$ cat src/shared/sbx_pkg.sv
/*
  sbx_pkg: register offsets, field positions, reset values and state codes
  for the storage bridge transfer-control slice.
  Assumes an 8-bit register port with 16-bit byte addresses.
*/
package sbx_pkg;

  // register byte addresses
  localparam logic [15:0] SBX_ADDR_COUNT0 = 16'hF0D6;
  localparam logic [15:0] SBX_ADDR_COUNT1 = 16'hF0D7;
  localparam logic [15:0] SBX_ADDR_COUNT2 = 16'hF0D8;
  localparam logic [15:0] SBX_ADDR_COUNT3 = 16'hF0D9;
  localparam logic [15:0] SBX_ADDR_PKTLEN = 16'hF0DA;
  localparam logic [15:0] SBX_ADDR_CONFIG = 16'hF0E0;
  localparam logic [15:0] SBX_ADDR_STATE  = 16'hF0E1;

  // packet_length_and_bus_ctrl fields
  localparam int          SBX_PKT_LEN_LSB = 0;
  localparam int          SBX_PKT_LEN_W   = 5;
  localparam int          SBX_DISABLE_BIT = 5;
  localparam int          SBX_ABORT_BIT   = 6;

  // drive_if_config1 fields
  localparam int          SBX_CFG_AUTO_CMD = 0;
  localparam int          SBX_CFG_DRIVE_HARD_RESET = 1;
  localparam int          SBX_CFG_CNT_SEL  = 2;
  localparam int          SBX_CFG_PKT_DRV  = 3;
  localparam int          SBX_CFG_MODE_LSB = 4;

  // reset values
  localparam logic [7:0]  SBX_COUNT_RST   = 8'h00;
  localparam logic [4:0]  SBX_PKT_LEN_RST = 5'h00;
  localparam logic        SBX_DISABLE_RST = 1'b1;
  localparam logic        SBX_ABORT_RST   = 1'b0;
  localparam logic [7:0]  SBX_CONFIG_RST  = 8'h00;

  // task-file entry ranges
  localparam logic [3:0]  SBX_PKT_FIRST_IDX = 4'h0;
  localparam logic [4:0]  SBX_PKT_MAX_LEN   = 5'h10;
  localparam logic [3:0]  SBX_ATA_FIRST_IDX = 4'h1;
  localparam logic [3:0]  SBX_ATA_LAST_IDX  = 4'h7;

  // transfer modes
  typedef enum logic [1:0]
  {
    SBX_MODE_MANUAL = 2'h0,
    SBX_MODE_SEMI   = 2'h1,
    SBX_MODE_FULL   = 2'h2
  } sbx_mode_type;

  // transaction states, idle reads as zero
  typedef enum logic [2:0]
  {
    SBX_ST_IDLE = 3'h0,
    SBX_ST_CMD  = 3'h1,
    SBX_ST_DATA = 3'h2
  } sbx_state_type;

endpackage : sbx_pkg

$ cat src/core/sbx_cmd_seq.sv
/*
  sbx_cmd_seq: walks task-file entries and emits one write pulse per byte
  of the command phase. Assumes the task file answers an index in the
  same cycle and that drive_ready is already synchronised.
*/
`timescale 1ns/1ps
module sbx_cmd_seq
(
  // clock and reset
  input  wire logic       core_clk,
  input  wire logic       nrst,
  input  wire logic       clk_en,
  // control
  input  wire logic       start,
  input  wire logic       abort,
  input  wire logic       packet_mode,
  input  wire logic [4:0] packet_byte_length,
  input  wire logic       drive_ready,
  // results
  output logic      [3:0] task_file_entry,
  output logic            byte_write,
  output logic            done
);

  logic       active_reg;
  logic [3:0] idx_reg;
  logic [3:0] last_reg;
  logic       empty_reg;

  // cap the packet at sixteen entries; zero length sends nothing
  function automatic logic [3:0] sbx_last_entry(input logic [4:0] len);
    if (len >= sbx_pkg::SBX_PKT_MAX_LEN)
      return 4'hF;
    else
      return len[3:0] - 4'h1;
  endfunction : sbx_last_entry

  assign task_file_entry = idx_reg;
  assign byte_write      = active_reg && !empty_reg && drive_ready && !abort;
  assign done            = active_reg && (empty_reg || (byte_write && idx_reg == last_reg));

  // sequence position
  always_ff @(posedge core_clk)
  begin
    if (!nrst)
    begin
      active_reg <= 1'b0;
      idx_reg    <= 4'h0;
      last_reg   <= 4'h0;
      empty_reg  <= 1'b0;
    end
    else if (clk_en)
    begin
      if (abort || done)
        active_reg <= 1'b0;
      else if (start)
      begin
        active_reg <= 1'b1;
        if (packet_mode)
        begin
          idx_reg   <= sbx_pkg::SBX_PKT_FIRST_IDX;
          last_reg  <= sbx_last_entry(packet_byte_length);
          empty_reg <= (packet_byte_length == 5'h00);
        end
        else
        begin
          idx_reg   <= sbx_pkg::SBX_ATA_FIRST_IDX;
          last_reg  <= sbx_pkg::SBX_ATA_LAST_IDX;
          empty_reg <= 1'b0;
        end
      end
      else if (byte_write)
        idx_reg <= idx_reg + 4'h1;
    end
  end

endmodule : sbx_cmd_seq

$ cat src/core/sbx_xfer_ctrl.sv
/*
  sbx_xfer_ctrl: transfer byte count top byte, command packet length,
  drive bus output disable and firmware abort for the drive-side
  transaction sequencer, with the two 32-bit transfer count copies.
  Assumes a single core clock, an 8-bit register port answered one
  cycle after a read strobe, and drive pins resolved outside.
*/
`timescale 1ns/1ps
module sbx_xfer_ctrl
#(
  parameter int DEC_W = 16
)
(
  // clock and reset
  input  wire logic             core_clk,
  input  wire logic             nrst,
  input  wire logic             clk_en,
  // register port
  input  wire logic [15:0]      reg_addr,
  input  wire logic [7:0]       reg_wdata,
  input  wire logic             reg_wr,
  input  wire logic             reg_rd,
  output logic      [7:0]       reg_rdata,
  // transfer requests and count traffic
  input  wire logic             xfer_start,
  input  wire logic             host_dec_valid,
  input  wire logic [DEC_W-1:0] host_dec_bytes,
  input  wire logic             drive_dec_valid,
  input  wire logic [DEC_W-1:0] drive_dec_bytes,
  // task file
  output logic      [3:0]       task_file_entry,
  input  wire logic [7:0]       task_file_data,
  // drive-side pins
  input  wire logic             drive_ready_pin,
  output logic      [7:0]       drive_data_out,
  output logic                  drive_data_oe,
  output logic                  drive_wr_n_out,
  output logic                  drive_wr_n_oe,
  output logic                  drive_reset_pin_n_out,
  output logic                  drive_reset_pin_n_oe,
  // status
  output logic      [4:0]       transaction_state,
  output logic      [31:0]      host_count,
  output logic      [31:0]      drive_count
);

  sbx_pkg::sbx_state_type state_reg;
  sbx_pkg::sbx_state_type state_next;

  logic [31:0] host_count_reg;
  logic [31:0] drive_count_reg;
  logic [4:0]  packet_byte_length_reg;
  logic        drive_bus_output_disable_reg;
  logic        xfer_abort_request_reg;
  logic [7:0]  drive_if_config1_reg;
  logic [7:0]  reg_rdata_reg;
  logic [7:0]  drive_data_reg;
  logic        drive_wr_n_reg;
  logic [2:0]  ready_sync_reg;
  logic        drive_ready_reg;

  logic        auto_cmd_mode;
  logic        drive_hard_reset;
  logic        count_read_select;
  logic        packet_drive;
  sbx_pkg::sbx_mode_type xfer_mode;
  logic        auto_xfer;
  logic        abort_now;
  logic        seq_start;
  logic        seq_write;
  logic        seq_done;
  logic [3:0]  count_wr;
  logic [31:0] count_sel;

  // byte lane of a count write, one-hot over the four count bytes
  function automatic logic [3:0] sbx_count_lane(input logic [15:0] addr, input logic wr);
    logic [3:0] lane;
    lane    = 4'h0;
    lane[0] = wr && (addr == sbx_pkg::SBX_ADDR_COUNT0);
    lane[1] = wr && (addr == sbx_pkg::SBX_ADDR_COUNT1);
    lane[2] = wr && (addr == sbx_pkg::SBX_ADDR_COUNT2);
    lane[3] = wr && (addr == sbx_pkg::SBX_ADDR_COUNT3);
    return lane;
  endfunction : sbx_count_lane

  // saturating decrement so a count mismatch cannot wrap to a huge value
  function automatic logic [31:0] sbx_count_dec(input logic [31:0] cnt,
                                                input logic [DEC_W-1:0] amt);
    logic [31:0] wide;
    wide = 32'(amt);
    if (wide >= cnt)
      return 32'h0000_0000;
    else
      return cnt - wide;
  endfunction : sbx_count_dec

  // load selected bytes of a copy from the write data
  function automatic logic [31:0] sbx_count_load(input logic [31:0] cnt,
                                                 input logic [3:0] lane,
                                                 input logic [7:0] data);
    logic [31:0] res;
    res = cnt;
    for (int i = 0; i < 4; i++)
      if (lane[i])
        res[i*8 +: 8] = data;
    return res;
  endfunction : sbx_count_load

  // configuration field decode
  assign auto_cmd_mode     = drive_if_config1_reg[sbx_pkg::SBX_CFG_AUTO_CMD];
  assign drive_hard_reset  = drive_if_config1_reg[sbx_pkg::SBX_CFG_DRIVE_HARD_RESET];
  assign count_read_select = drive_if_config1_reg[sbx_pkg::SBX_CFG_CNT_SEL];
  assign packet_drive      = drive_if_config1_reg[sbx_pkg::SBX_CFG_PKT_DRV];
  assign xfer_mode         = sbx_pkg::sbx_mode_type'(
                               drive_if_config1_reg[sbx_pkg::SBX_CFG_MODE_LSB +: 2]);
  assign auto_xfer         = (xfer_mode == sbx_pkg::SBX_MODE_SEMI) ||
                             (xfer_mode == sbx_pkg::SBX_MODE_FULL);
  assign count_wr          = sbx_count_lane(reg_addr, reg_wr);

  assign abort_now = xfer_abort_request_reg && auto_xfer && (state_reg != sbx_pkg::SBX_ST_IDLE);
  assign seq_start = (state_reg == sbx_pkg::SBX_ST_IDLE) && (state_next == sbx_pkg::SBX_ST_CMD);

  // count byte three and the lower count bytes
  always_ff @(posedge core_clk)
  begin
    if (!nrst)
    begin
      host_count_reg  <= {4{sbx_pkg::SBX_COUNT_RST}};
      drive_count_reg <= {4{sbx_pkg::SBX_COUNT_RST}};
    end
    else if (clk_en)
    begin
      if (|count_wr)
      begin
        host_count_reg  <= sbx_count_load(host_count_reg, count_wr, reg_wdata);
        drive_count_reg <= sbx_count_load(drive_count_reg, count_wr, reg_wdata);
      end
      else
      begin
        if (host_dec_valid)
          host_count_reg <= sbx_count_dec(host_count_reg, host_dec_bytes);
        if (drive_dec_valid)
          drive_count_reg <= sbx_count_dec(drive_count_reg, drive_dec_bytes);
      end
    end
  end

  // packet length, bus disable and abort fields
  always_ff @(posedge core_clk)
  begin
    if (!nrst)
    begin
      packet_byte_length_reg       <= sbx_pkg::SBX_PKT_LEN_RST;
      drive_bus_output_disable_reg <= sbx_pkg::SBX_DISABLE_RST;
      xfer_abort_request_reg       <= sbx_pkg::SBX_ABORT_RST;
    end
    else if (clk_en && reg_wr && reg_addr == sbx_pkg::SBX_ADDR_PKTLEN)
    begin
      packet_byte_length_reg       <= reg_wdata[sbx_pkg::SBX_PKT_LEN_LSB +: sbx_pkg::SBX_PKT_LEN_W];
      drive_bus_output_disable_reg <= reg_wdata[sbx_pkg::SBX_DISABLE_BIT];
      xfer_abort_request_reg       <= reg_wdata[sbx_pkg::SBX_ABORT_BIT];
    end
  end

  // interface configuration
  always_ff @(posedge core_clk)
  begin
    if (!nrst)
      drive_if_config1_reg <= sbx_pkg::SBX_CONFIG_RST;
    else if (clk_en && reg_wr && reg_addr == sbx_pkg::SBX_ADDR_CONFIG)
      drive_if_config1_reg <= reg_wdata;
  end

  assign count_sel = count_read_select ? drive_count_reg : host_count_reg;

  // read data registered, valid only in the cycle after the strobe
  always_ff @(posedge core_clk)
  begin
    if (!nrst)
      reg_rdata_reg <= 8'h00;
    else if (clk_en)
    begin
      reg_rdata_reg <= 8'h00;
      if (reg_rd)
      begin
        unique case (reg_addr)
          sbx_pkg::SBX_ADDR_COUNT0: reg_rdata_reg <= count_sel[7:0];
          sbx_pkg::SBX_ADDR_COUNT1: reg_rdata_reg <= count_sel[15:8];
          sbx_pkg::SBX_ADDR_COUNT2: reg_rdata_reg <= count_sel[23:16];
          sbx_pkg::SBX_ADDR_COUNT3: reg_rdata_reg <= count_sel[31:24];
          sbx_pkg::SBX_ADDR_PKTLEN: reg_rdata_reg <= {1'b0, xfer_abort_request_reg,
                                                      drive_bus_output_disable_reg,
                                                      packet_byte_length_reg};
          sbx_pkg::SBX_ADDR_CONFIG: reg_rdata_reg <= drive_if_config1_reg;
          sbx_pkg::SBX_ADDR_STATE:  reg_rdata_reg <= {3'h0, transaction_state};
          default:                  reg_rdata_reg <= 8'h00;
        endcase
      end
    end
  end

  // ready pin: three flops, a change counts once stages two and three agree
  always_ff @(posedge core_clk)
  begin
    if (!nrst)
    begin
      ready_sync_reg  <= 3'h0;
      drive_ready_reg <= 1'b0;
    end
    else if (clk_en)
    begin
      ready_sync_reg <= {ready_sync_reg[1:0], drive_ready_pin};
      if (ready_sync_reg[1] == ready_sync_reg[2])
        drive_ready_reg <= ready_sync_reg[2];
    end
  end

  // transaction sequencer next state
  always_comb
  begin
    state_next = state_reg;
    unique case (state_reg)
      sbx_pkg::SBX_ST_IDLE:
      begin
        if (xfer_start && !xfer_abort_request_reg)
        begin
          // command phase only with automatic command
          if (xfer_mode == sbx_pkg::SBX_MODE_FULL && auto_cmd_mode)
            state_next = sbx_pkg::SBX_ST_CMD;
          else if (xfer_mode == sbx_pkg::SBX_MODE_SEMI || xfer_mode == sbx_pkg::SBX_MODE_FULL)
            state_next = sbx_pkg::SBX_ST_DATA;
        end
      end
      sbx_pkg::SBX_ST_CMD:
      begin
        if (seq_done)
          state_next = sbx_pkg::SBX_ST_DATA;
      end
      sbx_pkg::SBX_ST_DATA:
      begin
        if (drive_count_reg == 32'h0000_0000)
          state_next = sbx_pkg::SBX_ST_IDLE;
      end
      default: state_next = sbx_pkg::SBX_ST_IDLE;
    endcase
    if (abort_now)
      state_next = sbx_pkg::SBX_ST_IDLE;
  end

  // state register; the disable bit never enters here
  always_ff @(posedge core_clk)
  begin
    if (!nrst)
      state_reg <= sbx_pkg::SBX_ST_IDLE;
    else if (clk_en)
      state_reg <= state_next;
  end

  // command packet byte sequencer
  sbx_cmd_seq u_cmd_seq
  (
    .core_clk           (core_clk),
    .nrst               (nrst),
    .clk_en             (clk_en),
    .start              (seq_start),
    .abort              (abort_now),
    .packet_mode        (packet_drive),
    .packet_byte_length (packet_byte_length_reg),
    .drive_ready        (drive_ready_reg),
    .task_file_entry    (task_file_entry),
    .byte_write         (seq_write),
    .done               (seq_done)
  );

  // drive data and write strobe come from flops
  always_ff @(posedge core_clk)
  begin
    if (!nrst)
    begin
      drive_data_reg <= 8'h00;
      drive_wr_n_reg <= 1'b1;
    end
    else if (clk_en)
    begin
      drive_wr_n_reg <= !(seq_write && state_reg == sbx_pkg::SBX_ST_CMD);
      if (seq_write && state_reg == sbx_pkg::SBX_ST_CMD)
        drive_data_reg <= task_file_data;
    end
  end

  assign drive_data_out = drive_data_reg;
  assign drive_wr_n_out = drive_wr_n_reg;
  assign drive_data_oe  = !drive_bus_output_disable_reg;
  assign drive_wr_n_oe  = !drive_bus_output_disable_reg;
  assign drive_reset_pin_n_out = !drive_hard_reset;
  assign drive_reset_pin_n_oe  = drive_hard_reset || !drive_bus_output_disable_reg;

  // status outputs
  assign reg_rdata         = reg_rdata_reg;
  assign transaction_state = {2'h0, state_reg};
  assign host_count        = host_count_reg;
  assign drive_count       = drive_count_reg;

endmodule : sbx_xfer_ctrl

$ cat config.mk
export PLATFORM = sky130hd
export DESIGN_NAME = sbx_xfer_ctrl
export DESIGN_NICKNAME = d
export VERILOG_FILES = /design/src/shared/sbx_pkg.sv /design/src/core/sbx_cmd_seq.sv /design/src/core/sbx_xfer_ctrl.sv
export SDC_FILE = /design/constraint.sdc
export NUM_CORES = 1
export LEC_CHECK = 0
export ABC_AREA = 1
export BUFFER_PORTS_ARGS = -buffer_cell sky130_fd_sc_hd__buf_2
export CORE_MARGIN = 5
export CORE_UTILIZATION = 59
export DETAILED_ROUTE_END_ITERATION = 6
export PLACE_DENSITY = 0.93
export SETUP_SLACK_MARGIN = 0.4
export SLEW_MARGIN = 20
export SYNTH_ARGS = -nofsm -noshare
export SYNTH_HDL_FRONTEND = slang
export SYNTH_SLANG_ARGS = --single-unit
$ cat constraint.sdc
create_clock -name core_clk -period 2.8 [get_ports core_clk]
set_input_delay 0.14 -clock core_clk [delete_from_list [all_inputs] [get_ports core_clk]]
set_output_delay 0.14 -clock core_clk [all_outputs]
set_load 0.005 [all_outputs]
==> tab_implementation.tex <==
\begin{tabular}{lr}
\hline
Metric & Value \\
\hline
\multicolumn{2}{l}{\textbf{Outcome}} \\
\quad Outcome & finished, final reports clean \\
\multicolumn{2}{l}{\textbf{Routing}} \\
\quad Detailed-router iteration count before antenna repair & 6 \\
\quad Drt initial violations & 1431 \\
\quad Residual DRC count & 0 \\
\quad Final wirelength & 36.4 mm \\
\quad Via Count & 12834 \\
\quad Final ANT Viol Nets & 0 \\
\quad WL per Instance & 16.1 um \\
\quad Routed via count divided by cell count & 5.69 \\
\multicolumn{2}{l}{\textbf{Floorplanning}} \\
\quad Cell Rows & 48 \\
\quad Die Ht & 142 um \\
\quad Count of boundary I/O pins & 167 \\
\quad Die Footprint & 20200 um\^{}2 \\
\quad X dimension of the die & 142 um \\
\quad Core box area & 17200 um\^{}2 \\
\quad Starting utilization of the core area & 59.8\% \\
\multicolumn{2}{l}{\textbf{Timing}} \\
\quad Worst slew margin relative to its limit & 43.1\% \\
\quad Clock Skews & 0.00755 ns \\
\quad Final Max Slew Viols & 0 \\
\quad Setup repair after global routing missed its margin & false \\
\quad Timing-limited maximum frequency & 442 MHz \\
\quad Transition time at the pin with the least slew margin & 0.854 ns \\
\quad Setup TNS & 0 ns \\
\quad Final min period & 2.26 ns \\
\quad Number of endpoints failing setup at the final stage & 0 \\
\quad Share of the clock period used by the worst path after layout & 80.7\% \\
\quad Count of final hold-check violations & 0 \\
\multicolumn{2}{l}{\textbf{Logic synthesis}} \\
\quad Post-synthesis sequential element count & 113 \\
\quad Fraction of synthesis flops using an asynchronous set or reset pin & 0\% \\
\quad Post-synthesis area per instance & 5.56 um\^{}2 \\
\quad Share of the synthesized area in the top cell type & 22.0\% \\
\quad Most frequent cell after synthesis & sky130\_fd\_sc\_hd\_\_nand2\_1 \\
\quad Cell area after synthesis & 10300 um\^{}2 \\
\quad Number of flops mapped to enable cells by yosys & 0 \\
\quad Most used flip-flop cell after synthesis & sky130\_fd\_sc\_hd\_\_dfxtp\_1 \\
\quad Leading post-synthesis cells by instance count & sky130\_fd\_sc\_hd\_\_nand2\_1, sky130\_fd\_sc\_hd\_\_nor2\_1, sky130\_fd\_sc\_hd\_\_inv\_1, sky130\_fd\_sc\_hd\_\_nand3\_1, sky130\_fd\_sc\_hd\_\_dfxtp\_1 \\
\quad Count of mapped cells out of synthesis & 1852 \\
\quad Warning count from the yosys run & 0 \\
\quad Most area-consuming cells after synthesis & sky130\_fd\_sc\_hd\_\_dfxtp\_1, sky130\_fd\_sc\_hd\_\_nand2\_1, sky130\_fd\_sc\_hd\_\_nor2\_1 \\
\quad Proportion of synthesized chip area in sequential cells & 22.0\% \\
\quad Netlist cell types & 42 \\
\quad Yosys top cell by area & sky130\_fd\_sc\_hd\_\_dfxtp\_1 \\
\multicolumn{2}{l}{\textbf{Power and ir drop}} \\
\quad Switching component of the power & 2.11 mW \\
\quad Net switching share of the total power & 37.4\% \\
\quad Power share of the sequential group & 31.9\% \\
\quad Total power divided by cell area & 469 nW/um\^{}2 \\
\quad Worst vdd ir & 0.471 mV \\
\quad Internal Dissipation & 3.53 mW \\
\quad P\_leak & 6.71 nW \\
\quad Clock network power share & 37.8\% \\
\quad Power share of the combinational group & 30.3\% \\
\multicolumn{2}{l}{\textbf{Cells and area}} \\
\quad Ratio of cells with drive above 1 in the final layout & 13.8\% \\
\quad Total area of multi-input combinational cells & 6730 um\^{}2 \\
\quad Area growth syn-to-layout & 16.9\% \\
\quad FF/Latch Area & 2260 um\^{}2 \\
\quad Cell Count, Final, Fillers Out & 2257 \\
\quad Filler instances & 1454 \\
\quad Post-layout nets & 2129 \\
\multicolumn{2}{l}{\textbf{GRT}} \\
\quad Number of antenna violations at the first check in global routing & 1 \\
\quad Global-route track usage on met1 & 42.9\% \\
\quad First-pass GRT wire length & 57.0 mm \\
\quad Top Usage Layer GRT & met2 \\
\quad Fraction of met2 tracks used by global routing & 57.8\% \\
\quad GR met3 Demand/Resource & 7.26\% \\
\quad Remaining Overflow, GRT & 0 \\
\quad Via count of the first global-routing pass & 11737 \\
\quad Total routing usage reported by global routing & 35.0\% \\
\quad Largest net degree at the start of global routing & 80 \\
\multicolumn{2}{l}{\textbf{Placed design}} \\
\quad Half-perimeter wire length of the detailed placement result & 27.7 mm \\
\quad Cells after DPL & 2211 \\
\quad Count of port buffers added during placement & 164 \\
\quad Final weighted congestion of routability-driven global placement & 1.03 \\
\multicolumn{2}{l}{\textbf{Clock network}} \\
\quad Clock tree from TritonCTS & yes \\
\quad H-tree depth & 4 \\
\quad Buffer depth of the longest clock path & 2 \\
\quad Clk slew on worst S/H paths & 0.06 ns \\
\quad Buffer type at the clock tree root & sky130\_fd\_sc\_hd\_\_clkbuf\_16 \\
\quad Number of sinks handled by clock tree synthesis & 113 \\
\quad Worst skew pair latency & 0.43 ns \\
\quad Num CTS Buffers & 17 \\
\multicolumn{2}{l}{\textbf{Setup path}} \\
\quad Required time at the endpoint of the critical path & 3.12 ns \\
\quad Dominant cell type by count on the critical path & sky130\_fd\_sc\_hd\_\_nand2\_2 \\
\quad Worst R2R Start & host\_count[0] \\
\quad Crit Path Max Fanout & 9 \\
\quad Max incr delay on CP & 0.38 ns \\
\quad Setup slack on the worst flop-to-flop path & 0.54 ns \\
\quad Number of buffers and inverters on the critical path & 2 \\
\quad Cell class contributing the biggest share of worst-path delay & simple AND/OR/NAND/NOR gates \\
\quad Destination of the worst register-to-register timing path & host\_count[10] \\
\quad Standard cell with the maximum stage delay on the critical path & sky130\_fd\_sc\_hd\_\_fa\_2 \\
\quad CP Cell Sequence & inv\_1 -> ha\_1 -> inv\_2 -> fa\_2 -> nand2\_2 -> nand2\_1 -> nand3b\_1 -> nand2\_2 -> nand2\_2 -> nand2\_2 -> nand2\_2 -> nand2\_8 -> nand2\_4 -> nor2\_1 -> nor2\_1 -> nor2\_1 \\
\quad Reg2reg path depth & 16 \\
\quad Endpoint class of the critical path & flop \\
\quad Worst Setup Path Type & reg2reg \\
\quad Category of the worst setup path launch point & flop \\
\quad Crit path arrival time & 2.58 ns \\
\multicolumn{2}{l}{\textbf{Flow run}} \\
\quad Max Cap Viol & 0 \\
\multicolumn{2}{l}{\textbf{Min path}} \\
\quad Worst-case hold path end point & drive\_bus\_output\_disable\_reg \\
\quad Launch point of the worst hold path & reg\_wdata[5] \\
\quad Worst Hold Class & in2reg \\
\quad Count of cells along the worst hold path & 3 \\
\hline
\end{tabular}
worst reg2reg max path, delay by kind of cell, from the launching register on:
family,cells,cell delay (ns)
DFF,1,0.31
and+or+nand+nor,12,1.10
buffers and inverters,2,0.17
adders and majority gates,2,0.56
repair_timing:
action,4_1_cts,5_1_grt
hold buffers,9,0
endpoints found under the hold margin,9,0
endpoints found under the setup margin,10,60
setup buffers,0,2
gates cloned,0,2
pin swaps,0,2
gates resized for setup,2,22
power groups by stage:
| stage | Sequential, mW | Combinational (mW) | Clock [mW] |
|---|---|---|---|
| 2_1_floorplan | 1.79 | 1.16 | 0 |
| 3_3_place_gp | 1.82 | 1.57 | 0 |
| 3_5_place_dp | 1.82 | 1.61 | 0 |
| 4_1_cts | 1.79 | 1.64 | 2.13 |
| 5_1_grt | 1.81 | 1.90 | 2.21 |
| 6_report | 1.80 | 1.71 | 2.14 |
area by class of cell:
type | count | share of cell area, %
clock buffer | 17 | 3.53
tap | 225 | 2.34
antenna | 1 | 0.0208
clock inverter | 15 | 1.25
multi-input combinational | 1395 | 55.9
inverter | 303 | 9.65
timing repair buffer | 188 | 8.50
sequential | 113 | 18.8
worst max path at each step:
stage | to | cells past startpoint | slack [ns] | startpoint
after CTS | drive_count[27] | 16 | 0.41 | drive_count[0]
after detailed placement | drive_count[31] | 16 | 0.39 | drive_count[0]
final | host_count[10] | 16 | 0.54 | host_count[0]
after global routing | host_count[10] | 16 | 0.38 | host_count[0]
after global placement | drive_count[27] | 16 | 0.46 | drive_count[0]
after floorplan | drive_count[10] | 17 | 0.63 | drive_count[0]
per-layer routing:
layer / up-vias / wire, um
li1: 6119 / -
met1: 5738 / 13900
met4: 2 / 2180
met3: 191 / 3820
met2: 784 / 16500
met5: - / 14
logic make-up after synthesis:
| group | Yosys count | share of synthesized area, % |
|---|---|---|
| simple gates | 1146 | 47.7 |
| buf+inv | 347 | 13.6 |
| compound gates | 172 | 9.04 |
| flops | 113 | 22.0 |
| fa+ha+maj | 38 | 4.76 |
| xor+xnor | 35 | 2.98 |
| other cells | 1 | 0.0364 |
metrics by stage:
| stage | hold WS (ns) | cell area (um^2) | power, mW | util, % | setup slack [ns] |
|---|---|---|---|---|---|
| final | 0.0291 | 12000 | 5.65 | 69.8 | 0.539 |
| after global routing | 0.0346 | 12000 | 5.92 | 69.8 | 0.376 |
| after CTS | 0.0157 | 11900 | 5.56 | 69.2 | 0.413 |
| after detailed placement | 0.370 | 11200 | 3.43 | 65.3 | 0.391 |
| after global placement | 0.367 | 11200 | 3.39 | 65.3 | 0.456 |
| after floorplan | 0.266 | 10300 | 2.96 | - | 0.631 |
cell usage in the layout (no fill, tap or decap), drive strengths merged, types with 8 or more instances in the layout:
| master | netlist | layout |
|---|---|---|
| buf | 23 | 179 |
| nor3 | 15 | 15 |
| ha | 36 | 36 |
| clkinv | 2 | 8 |
| clkbuf | 21 | 17 |
| nand2 | 594 | 596 |
| a21oi | 103 | 103 |
| o22ai | 14 | 14 |
| o21ai | 47 | 47 |
| inv | 301 | 306 |
| dlygate4sd3 | 0 | 9 |
| nand4 | 46 | 46 |
| xor2 | 15 | 15 |
| nand3 | 150 | 150 |
| dfxtp | 113 | 113 |
| nor2 | 327 | 327 |
| xnor2 | 20 | 20 |
Note: power is estimated with default switching activity, not from simulation.
